`src/logic/rtcc_pkg.sv`:
```
// Constants, types and register layout of the RTC clock and control section.
// Assumes a byte-wide register port and one 100 MHz system clock.

package rtcc_pkg;

  // ----------------------------------------------------------------
  // Register addresses and reset values
  // ----------------------------------------------------------------
  localparam logic [19:0] ADDR_TICK_SEL = 20'hF02D8;
  localparam logic [19:0] ADDR_CTRL_A   = 20'hFFF9D;
  localparam logic [19:0] ADDR_CTRL_B   = 20'hFFF9E;
  localparam logic [7:0]  RST_TICK_SEL  = 8'h00;
  localparam logic [7:0]  RST_CTRL_A    = 8'h00;
  localparam logic [7:0]  RST_CTRL_B    = 8'h00;

  // ----------------------------------------------------------------
  // Field positions
  // ----------------------------------------------------------------
  localparam int TS_SRC     = 7;
  localparam int TS_PSA_LSB = 5;
  localparam int TS_PSB_LSB = 0;
  localparam int CA_RUN     = 7;
  localparam int CA_OHZ     = 5;
  localparam int CA_FMT     = 3;
  localparam int CA_PSEL    = 0;
  localparam int CB_AME     = 7;
  localparam int CB_AIE     = 6;
  localparam int CB_AFLG    = 4;
  localparam int CB_PFLG    = 3;
  localparam int CB_HST     = 1;
  localparam int CB_HRQ     = 0;

  // ----------------------------------------------------------------
  // Divisors and timing
  // ----------------------------------------------------------------
  localparam logic [8:0] DIV_A_122 = 9'h07A;
  localparam logic [8:0] DIV_A_305 = 9'h131;
  localparam logic [8:0] DIV_A_183 = 9'h0B7;
  localparam int SUBSEC_TICKS_DEF  = 32768;  // Ticks per second

  typedef enum logic [2:0] {
    PSEL_OFF    = 3'b000,
    PSEL_HALF   = 3'b001,
    PSEL_SEC    = 3'b010,
    PSEL_MIN    = 3'b011,
    PSEL_HOUR   = 3'b100,
    PSEL_DAY    = 3'b101,
    PSEL_MONTH  = 3'b110,
    PSEL_MONTH1 = 3'b111
  } rtcc_psel_t;

  // ----------------------------------------------------------------
  // Carriers
  // ----------------------------------------------------------------
  typedef struct packed {
    logic        wr;
    logic        rd;
    logic [19:0] addr;
    logic [7:0]  wdata;
  } rtcc_sfr_req_t;

  typedef struct packed {
    logic sec_carry;    // Next seconds step rolls 59 to 00
    logic min_carry;    // Next seconds step also rolls the minute
    logic hour_carry;   // ... and the hour into a new day
    logic month_carry;  // ... and the day into a new month
    logic alarm_match;  // Alarm comparator equal
    logic sec_write;    // Seconds register written
  } rtcc_cal_t;

endpackage

```
`src/logic/rtcc_presc.sv`:
```
// Two-stage tick prescaler producing the RTC operating clock enable.
// Assumes both source clocks arrive as one-cycle enables on the system clock.
`timescale 1ns/100ps

module rtcc_presc (
  input  wire logic       clock,        // System clock
  input  wire logic       rst_n,        // Synchronised reset
  input  wire logic [7:0] tick_sel,     // Tick select register
  input  wire logic       src_mx_tick,  // System clock source enable
  input  wire logic       src_ho_tick,  // On-chip oscillator enable
  output logic            rtc_tick      // Operating clock enable
);

  typedef struct packed {
    logic [8:0] cnt_a;
    logic [2:0] cnt_b;
    logic       tick;
  } rtcc_presc_st_t;

  rtcc_presc_st_t st_r;
  rtcc_presc_st_t st_nxt;

  always_comb begin
    logic       src;
    logic [8:0] lim;
    logic [2:0] mask;
    logic       a_out;
    st_nxt = st_r;
    src    = tick_sel[rtcc_pkg::TS_SRC] ? src_ho_tick : src_mx_tick;
    lim    = rtcc_pkg::DIV_A_122;
    mask   = 3'h0;
    a_out  = 1'b0;
    unique case (tick_sel[rtcc_pkg::TS_PSA_LSB +: 2])
      2'h0: lim = rtcc_pkg::DIV_A_122;
      2'h1: lim = rtcc_pkg::DIV_A_305;
      2'h2: lim = rtcc_pkg::DIV_A_183;
      2'h3: lim = 9'h000;
    endcase
    unique case (tick_sel[rtcc_pkg::TS_PSB_LSB +: 2])
      2'h0: mask = 3'h0;
      2'h1: mask = 3'h1;
      2'h2: mask = 3'h3;
      2'h3: mask = 3'h7;
    endcase
    st_nxt.tick = 1'b0;
    // Prohibited setting holds the divider still: no ticks at all
    if (lim == 9'h000) begin
      st_nxt.cnt_a = 9'h000;
    end else if (src) begin
      // Also catches a count left above a newly lowered limit
      if (st_r.cnt_a >= lim - 9'h001) begin
        st_nxt.cnt_a = 9'h000;
        a_out        = 1'b1;
      end else begin
        st_nxt.cnt_a = st_r.cnt_a + 9'h001;
      end
    end
    if (a_out) begin
      st_nxt.cnt_b = st_r.cnt_b + 3'h1;
      st_nxt.tick  = ((st_r.cnt_b & mask) == mask);
    end
  end

  always_ff @(posedge clock or negedge rst_n) begin
    if (!rst_n) begin
      st_r <= '0;
    end else begin
      st_r <= st_nxt;
    end
  end

  assign rtc_tick = st_r.tick;

endmodule

```
`src/logic/rtcc_subsec.sv`:
```
// Sub-second counter with hold handling for the seconds step.
// Assumes tick is the RTC operating clock enable.
`timescale 1ns/100ps

module rtcc_subsec #(
  parameter int TICKS = rtcc_pkg::SUBSEC_TICKS_DEF
) (
  input  wire logic clock,      // System clock
  input  wire logic rst_n,      // Synchronised reset
  input  wire logic tick,       // Operating clock enable
  input  wire logic run,        // Counter run
  input  wire logic hold,       // Hold request
  input  wire logic sec_write,  // Seconds register written
  output logic      sec_inc,    // Seconds step pulse
  output logic      half_evt,   // Mid-second pulse
  output logic      first_half  // Level, first half of second
);

  localparam logic [15:0] LAST = 16'(TICKS - 1);
  localparam logic [15:0] HALF = 16'(TICKS / 2 - 1);

  typedef struct packed {
    logic [15:0] cnt;
    logic        pend;
    logic        inc;
    logic        half;
    logic        first;
  } rtcc_sub_st_t;

  rtcc_sub_st_t st_r;
  rtcc_sub_st_t st_nxt;

  always_comb begin
    logic ovf;
    st_nxt      = st_r;
    st_nxt.inc  = 1'b0;
    st_nxt.half = 1'b0;
    ovf         = 1'b0;
    if (run && tick) begin
      // Keeps running through hold
      if (st_r.cnt == LAST) begin
        st_nxt.cnt = 16'h0000;
        ovf        = 1'b1;
      end else begin
        st_nxt.cnt = st_r.cnt + 16'h0001;
      end
      st_nxt.half = (st_r.cnt == HALF);
    end
    if (ovf && hold) begin
      st_nxt.pend = 1'b1;
    end else if (ovf || (st_r.pend && !hold)) begin
      st_nxt.inc  = 1'b1;
      st_nxt.pend = 1'b0;
    end
    if (sec_write) begin
      st_nxt.cnt  = 16'h0000;
      st_nxt.pend = 1'b0;
      st_nxt.inc  = 1'b0;
      st_nxt.half = 1'b0;
    end
    st_nxt.first = (st_nxt.cnt <= HALF);
  end

  always_ff @(posedge clock or negedge rst_n) begin
    if (!rst_n) begin
      st_r <= '0;
    end else begin
      st_r <= st_nxt;
    end
  end

  assign sec_inc    = st_r.inc;
  assign half_evt   = st_r.half;
  assign first_half = st_r.first;

endmodule

```
`src/logic/rtcc_top.sv`:
```
// Clock and control section of the calendar RTC: registers, flags, 1 Hz pin.
// Assumes the calendar counters sit outside and report carries and alarm match.
`timescale 1ns/100ps

module rtcc_top #(
  parameter int SUBSEC_TICKS = rtcc_pkg::SUBSEC_TICKS_DEF
) (
  input  wire logic                    clock,           // 100 MHz system clock
  input  wire logic                    rstn,            // Async reset, active low
  input  wire rtcc_pkg::rtcc_sfr_req_t sfr_req,         // Register access request
  output logic [7:0]                   sfr_rdata,       // Read data, next cycle
  input  wire logic                    src_mx_tick,     // System clock source enable
  input  wire logic                    src_ho_tick,     // Oscillator source enable
  input  wire rtcc_pkg::rtcc_cal_t     cal,             // Calendar status
  output logic                         sec_inc,         // Advance seconds counter
  output logic                         cal_frozen,      // Calendar held
  output logic                         hour_format_24,  // Hour format level
  output logic                         hour_fmt_conv,   // Convert hour pulse
  output logic                         one_hz_pin,      // 1 Hz output
  output logic                         rtc_irq          // Shared interrupt pulse
);

  // ----------------------------------------------------------------
  // Reset release
  // ----------------------------------------------------------------
  logic [1:0] rst_sync_r;
  logic       rst_n;

  always_ff @(posedge clock or negedge rstn) begin
    if (!rstn) begin
      rst_sync_r <= 2'b00;
    end else begin
      rst_sync_r <= {rst_sync_r[0], 1'b1};
    end
  end

  assign rst_n = rst_sync_r[1];

  // ----------------------------------------------------------------
  // State
  // ----------------------------------------------------------------
  typedef struct packed {
    logic [7:0]           tick_sel;
    logic                 run;
    logic                 ohz_en;
    logic                 fmt24;
    rtcc_pkg::rtcc_psel_t psel;
    logic                 ame;
    logic                 aie;
    logic                 aflag;
    logic                 pflag;
    logic                 hold_st;
    logic                 hold_rq;
    logic                 match_d;
    logic                 match_seen;
    logic [7:0]           rdata;
    logic                 irq;
    logic                 ohz;
    logic                 conv;
  } rtcc_top_st_t;

  rtcc_top_st_t st_r;
  rtcc_top_st_t st_nxt;

  logic tick;
  logic sec_step;
  logic half_evt;
  logic first_half;

  // ----------------------------------------------------------------
  // Tick generation and sub-second counter
  // ----------------------------------------------------------------
  rtcc_presc u_presc (
    .clock       (clock),
    .rst_n       (rst_n),
    .tick_sel    (st_r.tick_sel),
    .src_mx_tick (src_mx_tick),
    .src_ho_tick (src_ho_tick),
    .rtc_tick    (tick)
  );

  rtcc_subsec #(
    .TICKS (SUBSEC_TICKS)
  ) u_subsec (
    .clock      (clock),
    .rst_n      (rst_n),
    .tick       (tick),
    .run        (st_r.run),
    .hold       (st_r.hold_rq),
    .sec_write  (cal.sec_write),
    .sec_inc    (sec_step),
    .half_evt   (half_evt),
    .first_half (first_half)
  );

  // ----------------------------------------------------------------
  // Next state
  // ----------------------------------------------------------------
  always_comb begin
    logic wr_a;
    logic wr_b;
    logic per_evt;
    logic alarm_set;
    logic [7:0] ra;
    logic [7:0] rb;
    st_nxt    = st_r;
    wr_a      = sfr_req.wr && (sfr_req.addr == rtcc_pkg::ADDR_CTRL_A);
    wr_b      = sfr_req.wr && (sfr_req.addr == rtcc_pkg::ADDR_CTRL_B);
    per_evt   = 1'b0;
    alarm_set = 1'b0;

    // Periodic event selection
    unique case (st_r.psel)
      rtcc_pkg::PSEL_OFF:    per_evt = 1'b0;
      rtcc_pkg::PSEL_HALF:   per_evt = sec_step || half_evt;
      rtcc_pkg::PSEL_SEC:    per_evt = sec_step;
      rtcc_pkg::PSEL_MIN:    per_evt = sec_step && cal.sec_carry;
      rtcc_pkg::PSEL_HOUR:   per_evt = sec_step && cal.min_carry;
      rtcc_pkg::PSEL_DAY:    per_evt = sec_step && cal.hour_carry;
      rtcc_pkg::PSEL_MONTH,
      rtcc_pkg::PSEL_MONTH1: per_evt = sec_step && cal.month_carry;
    endcase

    // Alarm: match edge seen on one tick, flag on the next
    if (tick) begin
      st_nxt.match_d    = cal.alarm_match;
      st_nxt.match_seen = st_r.ame && cal.alarm_match && !st_r.match_d;
      alarm_set         = st_r.match_seen && st_r.ame;
      st_nxt.hold_st    = st_r.hold_rq;
    end

    // Register writes
    if (sfr_req.wr && (sfr_req.addr == rtcc_pkg::ADDR_TICK_SEL)) begin
      st_nxt.tick_sel = sfr_req.wdata & 8'hE3;
    end
    st_nxt.conv = 1'b0;
    if (wr_a) begin
      st_nxt.run    = sfr_req.wdata[rtcc_pkg::CA_RUN];
      st_nxt.ohz_en = sfr_req.wdata[rtcc_pkg::CA_OHZ];
      st_nxt.fmt24  = sfr_req.wdata[rtcc_pkg::CA_FMT];
      st_nxt.psel   = rtcc_pkg::rtcc_psel_t'(sfr_req.wdata[rtcc_pkg::CA_PSEL +: 3]);
      st_nxt.conv   = (sfr_req.wdata[rtcc_pkg::CA_FMT] != st_r.fmt24);
    end
    if (wr_b) begin
      st_nxt.ame     = sfr_req.wdata[rtcc_pkg::CB_AME];
      st_nxt.aie     = sfr_req.wdata[rtcc_pkg::CB_AIE];
      st_nxt.hold_rq = sfr_req.wdata[rtcc_pkg::CB_HRQ];
      // Zero clears, one leaves the flag alone
      st_nxt.aflag   = st_r.aflag && sfr_req.wdata[rtcc_pkg::CB_AFLG];
      st_nxt.pflag   = st_r.pflag && sfr_req.wdata[rtcc_pkg::CB_PFLG];
    end
    // Set beats a clear in the same cycle
    if (alarm_set) begin
      st_nxt.aflag = 1'b1;
    end
    if (per_evt) begin
      st_nxt.pflag = 1'b1;
    end
    st_nxt.irq = per_evt || (alarm_set && st_r.aie);

    // 1 Hz: high in first half of each second, only while running
    st_nxt.ohz = st_r.run && st_r.ohz_en && first_half;

    // Read data, registered
    ra = 8'h00;
    ra[rtcc_pkg::CA_RUN]        = st_r.run;
    ra[rtcc_pkg::CA_OHZ]        = st_r.ohz_en;
    ra[rtcc_pkg::CA_FMT]        = st_r.fmt24;
    ra[rtcc_pkg::CA_PSEL +: 3]  = st_r.psel;
    rb = 8'h00;
    rb[rtcc_pkg::CB_AME]  = st_r.ame;
    rb[rtcc_pkg::CB_AIE]  = st_r.aie;
    rb[rtcc_pkg::CB_AFLG] = st_r.aflag;
    rb[rtcc_pkg::CB_PFLG] = st_r.pflag;
    rb[rtcc_pkg::CB_HST]  = st_r.hold_st;
    rb[rtcc_pkg::CB_HRQ]  = st_r.hold_rq;
    if (sfr_req.rd) begin
      unique case (sfr_req.addr)
        rtcc_pkg::ADDR_TICK_SEL: st_nxt.rdata = st_r.tick_sel;
        rtcc_pkg::ADDR_CTRL_A:   st_nxt.rdata = ra;
        rtcc_pkg::ADDR_CTRL_B:   st_nxt.rdata = rb;
        default:                 st_nxt.rdata = 8'h00;
      endcase
    end
  end

  // ----------------------------------------------------------------
  // Registers
  // ----------------------------------------------------------------
  always_ff @(posedge clock or negedge rst_n) begin
    if (!rst_n) begin
      st_r          <= '0;
      st_r.tick_sel <= rtcc_pkg::RST_TICK_SEL;
    end else begin
      st_r <= st_nxt;
    end
  end

  // Seconds step reaches the calendar only outside hold
  assign sec_inc        = sec_step;
  assign cal_frozen     = st_r.hold_st;
  assign hour_format_24 = st_r.fmt24;
  assign hour_fmt_conv  = st_r.conv;
  assign one_hz_pin     = st_r.ohz;
  assign rtc_irq        = st_r.irq;
  assign sfr_rdata      = st_r.rdata;

endmodule

```
`config.mk`:
```
export PLATFORM = sky130hd
export DESIGN_NAME = rtcc_top
export DESIGN_NICKNAME = d
export VERILOG_FILES = /design/src/logic/rtcc_pkg.sv /design/src/logic/rtcc_presc.sv /design/src/logic/rtcc_subsec.sv /design/src/logic/rtcc_top.sv
export SDC_FILE = /design/constraint.sdc
export NUM_CORES = 1
export LEC_CHECK = 0
export BUFFER_PORTS_ARGS = -buffer_cell sky130_fd_sc_hd__buf_2
export CORE_ASPECT_RATIO = 0.9
export CORE_MARGIN = 3
export CORE_UTILIZATION = 55
export CTS_CLUSTER_DIAMETER = 200
export DETAILED_ROUTE_END_ITERATION = 16
export PLACE_DENSITY = 0.87
export RECOVER_POWER = 25
export SLEW_MARGIN = 20
export SYNTH_ARGS = -nofsm -noshare
export SYNTH_HDL_FRONTEND = slang
export SYNTH_HIERARCHICAL = 1
export SYNTH_SLANG_ARGS = --single-unit
```
`constraint.sdc`:
```
create_clock -name clock -period 2.73 [get_ports clock]
set_clock_uncertainty 0.15 [all_clocks]
set_input_delay 0.273 -clock clock [delete_from_list [all_inputs] [get_ports clock]]
set_output_delay 0.273 -clock clock [all_outputs]
set_load 0.03 [all_outputs]
```
==> qor.csv <==
stage,metric,value,unit
worst_hold_path,hold_path_class,in -> reg,
critical_path,cp.arrival,2.72,ns
cts,path_clk_slew,0.07,ns
drt,post_drt_wl_per_cell,17.1,um
placed_design,gp_congestion,0.877,
final_layout,syn_to_final_growth,15.6,%
status,status,completed,
timing,period_share,95.5,%
floorplan,core_area,0.00628,mm^2
global_route,grtUsageMet2,38.9,%
critical_path,reg2reg_depth,9,
global_route,grt_overflow,0,
global_route,grt_pass1_vias,2968,
worst_hold_path,worstHoldStart,sfr_req[2],
final_layout,nets,456,
global_route,grt_max_degree,31,
logic_synthesis,syn-num-nets,399,
global_route,use_met1,28.2,%
final_layout,multi_input_area,0.00191,mm^2
critical_path,start_kind,flop,
placed_design,dpl.hpwl,6300,um
drt,totalWireLength,8400,um
timing,finalSetupViolCount,0,
floorplan,die_x,91.9,um
timing,fmax,383,MHz
global_route,grt_pass1_wl,14100,um
placed_design,pre_cts_slack,-0.0207,ns
critical_path,cp.required,2.84,ns
floorplan,die_h,83.3,um
cts,cts_root_buffer,clkbuf_8,
cts,cts_tree,built,
cts,cts_buffers,9,
drt,drc,0,
cts,cts.sinks,65,
timing,max_slew_margin,45.5,%
critical_path,path_class,reg -> reg,
timing,layout_min_cycle_time,2.61,ns
global_route,antenna_found_initial,0,
final_layout,final-seq-area,0.00163,mm^2
drt,via_count,2961,
drt,drt-initial-drc-count,188,
placed_design,numPortBuffers,53,
timing,rsz0062_at_grt,no,
logic_synthesis,avgSynthCellArea,10.6,um^2
power,finalPower,2.12,mW
critical_path,regToRegEndpoint,u_presc/st_r[6],
power,ir_drop,395,uV
cts,cts-htree-levels,3,
final_layout,antennaDiodeCount,0,
logic_synthesis,syn-instance-count,343,
timing,hold_viol_final,0,
critical_path,endpoint_kind,flop,
critical_path,cp_max_fo,10,
drt,ant_nets,0,
timing,worstMarginPinSlew,0.817,ns
logic_synthesis,ys_warn_count,6,
floorplan,io_pins,54,
critical_path,rrSetupSlack,0.12,ns
cts,clk_latency,0.34,ns
timing,finalMaxSlewViolations,0,
floorplan,start_util,58.1,%
global_route,busiest_layer,met2,
global_route,grtUsageTotal,22.9,%
worst_hold_path,worstHoldPathCells,2,
job,cap_violations,0,
drt,drt-vias-per-instance,6.02,
logic_synthesis,syn_area,0.00365,mm^2
drt,drtPass1Iterations,4,
final_layout,drive_gt1_share,31.1,%
power,leakagePower,1.99,nW
cts,clock_path_buffers,2,
worst_hold_path,min_to,st_r[21],
floorplan,dieArea,0.00765,mm^2
final_layout,utilization,67.1,%
power,power_density,502,mW/mm^2
critical_path,rr_startpoint,st_r[31],
floorplan,rows,27,
timing,fin_ws,0.122,ns
placed_design,place_area,0.00399,mm^2
final_layout,fin_area,0.00422,mm^2
cts,cts_setup_buffers,0,
global_route,met3_usage,6.34,%
final_layout,fill_cells,465,
-- power breakdown --
group | switching [mW] | internal [mW] | total [mW]
Sequential | 0.0740 | 1.00 | 1.08
Clock | 0.369 | 0.420 | 0.790
Combinational | 0.139 | 0.112 | 0.251
-- sequential cells by signal, summed over array words and instances (netlist names) --
register / count
u_subsec/st_r: 17
rst_sync_r: 2
u_subsec/half_evt: 1
sfr_rdata: 8
u_presc/st_r: 12
u_subsec/first_half: 1
u_subsec/sec_inc: 1
rtc_irq: 1
one_hz_pin: 1
u_presc/rtc_tick: 1
cal_frozen: 1
hour_fmt_conv: 1
hour_format_24: 1
st_r: 17
-- worst max-delay path, cell delays in order (launching register included) --
cell,delay [ns]
dfrtp_2,0.46
ha_2,0.22
buf_4,0.18
xor2_1,0.17
ha_1,0.27
nor2_1,0.13
nor3b_2,0.07
o31a_4,0.15
or4b_4,0.52
a211oi_2,0.21
-- metal layers --
layer	vias to the layer above	part of all wire (%)
li1	1369	-
met1	1473	41
met2	106	52
met3	13	5.4
met4	0	1.3
met5	-	0
-- how the worst max path moves through the flow --
| stage | start | end | cells past startpoint |
|---|---|---|---|
| floorplan | st_r[31] | u_presc/st_r[2] | 9 |
| global placement | st_r[30] | u_presc/st_r[6] | 9 |
| detailed placement | st_r[30] | u_presc/st_r[2] | 9 |
| CTS | st_r[30] | u_presc/st_r[6] | 9 |
| global route | st_r[31] | u_presc/st_r[6] | 9 |
| finish | st_r[31] | u_presc/st_r[6] | 9 |
-- cell type report --
cell class              count  share of cell area (%)
repair buffers             60                    7.47
inverters                  15                    1.33
flip-flops and latches     65                    38.6
clock buffers               9                    2.94
well taps                  87                    2.58
multi-input cells         249                    45.4
clock inverters             7                    1.69
-- layout by cell type, fill, tap and decap left out, types with 12 or more instances in the layout --
cell type / n
ha_1: 13
nor2_1: 35
inv_1: 14
dfrtp_1: 63
xnor2_1: 12
nor3_1: 12
nand4_1: 14
nand3_1: 13
buf_2: 52
nand2_1: 16
xor2_1: 12
mux2_2: 17
-- per-stage QoR --
stage | cells | setup TNS (ns) | hold WS, ns
floorplan | 343 | 0 | -0.173
global placement | 475 | 0 | -0.0901
detailed placement | 475 | -0.0207 | -0.0873
CTS | 492 | 0 | 0.00260
global route | 492 | 0 | 0.0192
finish | 492 | 0 | 0.0150
-- repair_timing --
item | in CTS | in global routing
gates resized for setup | 1 | 10
pin swaps | 0 | 1
hold buffers | 1 | 0
endpoints found under the setup margin | 1 | 6
hold endpoints to repair | 2 | 0
Power figures use the tool's default switching activity.
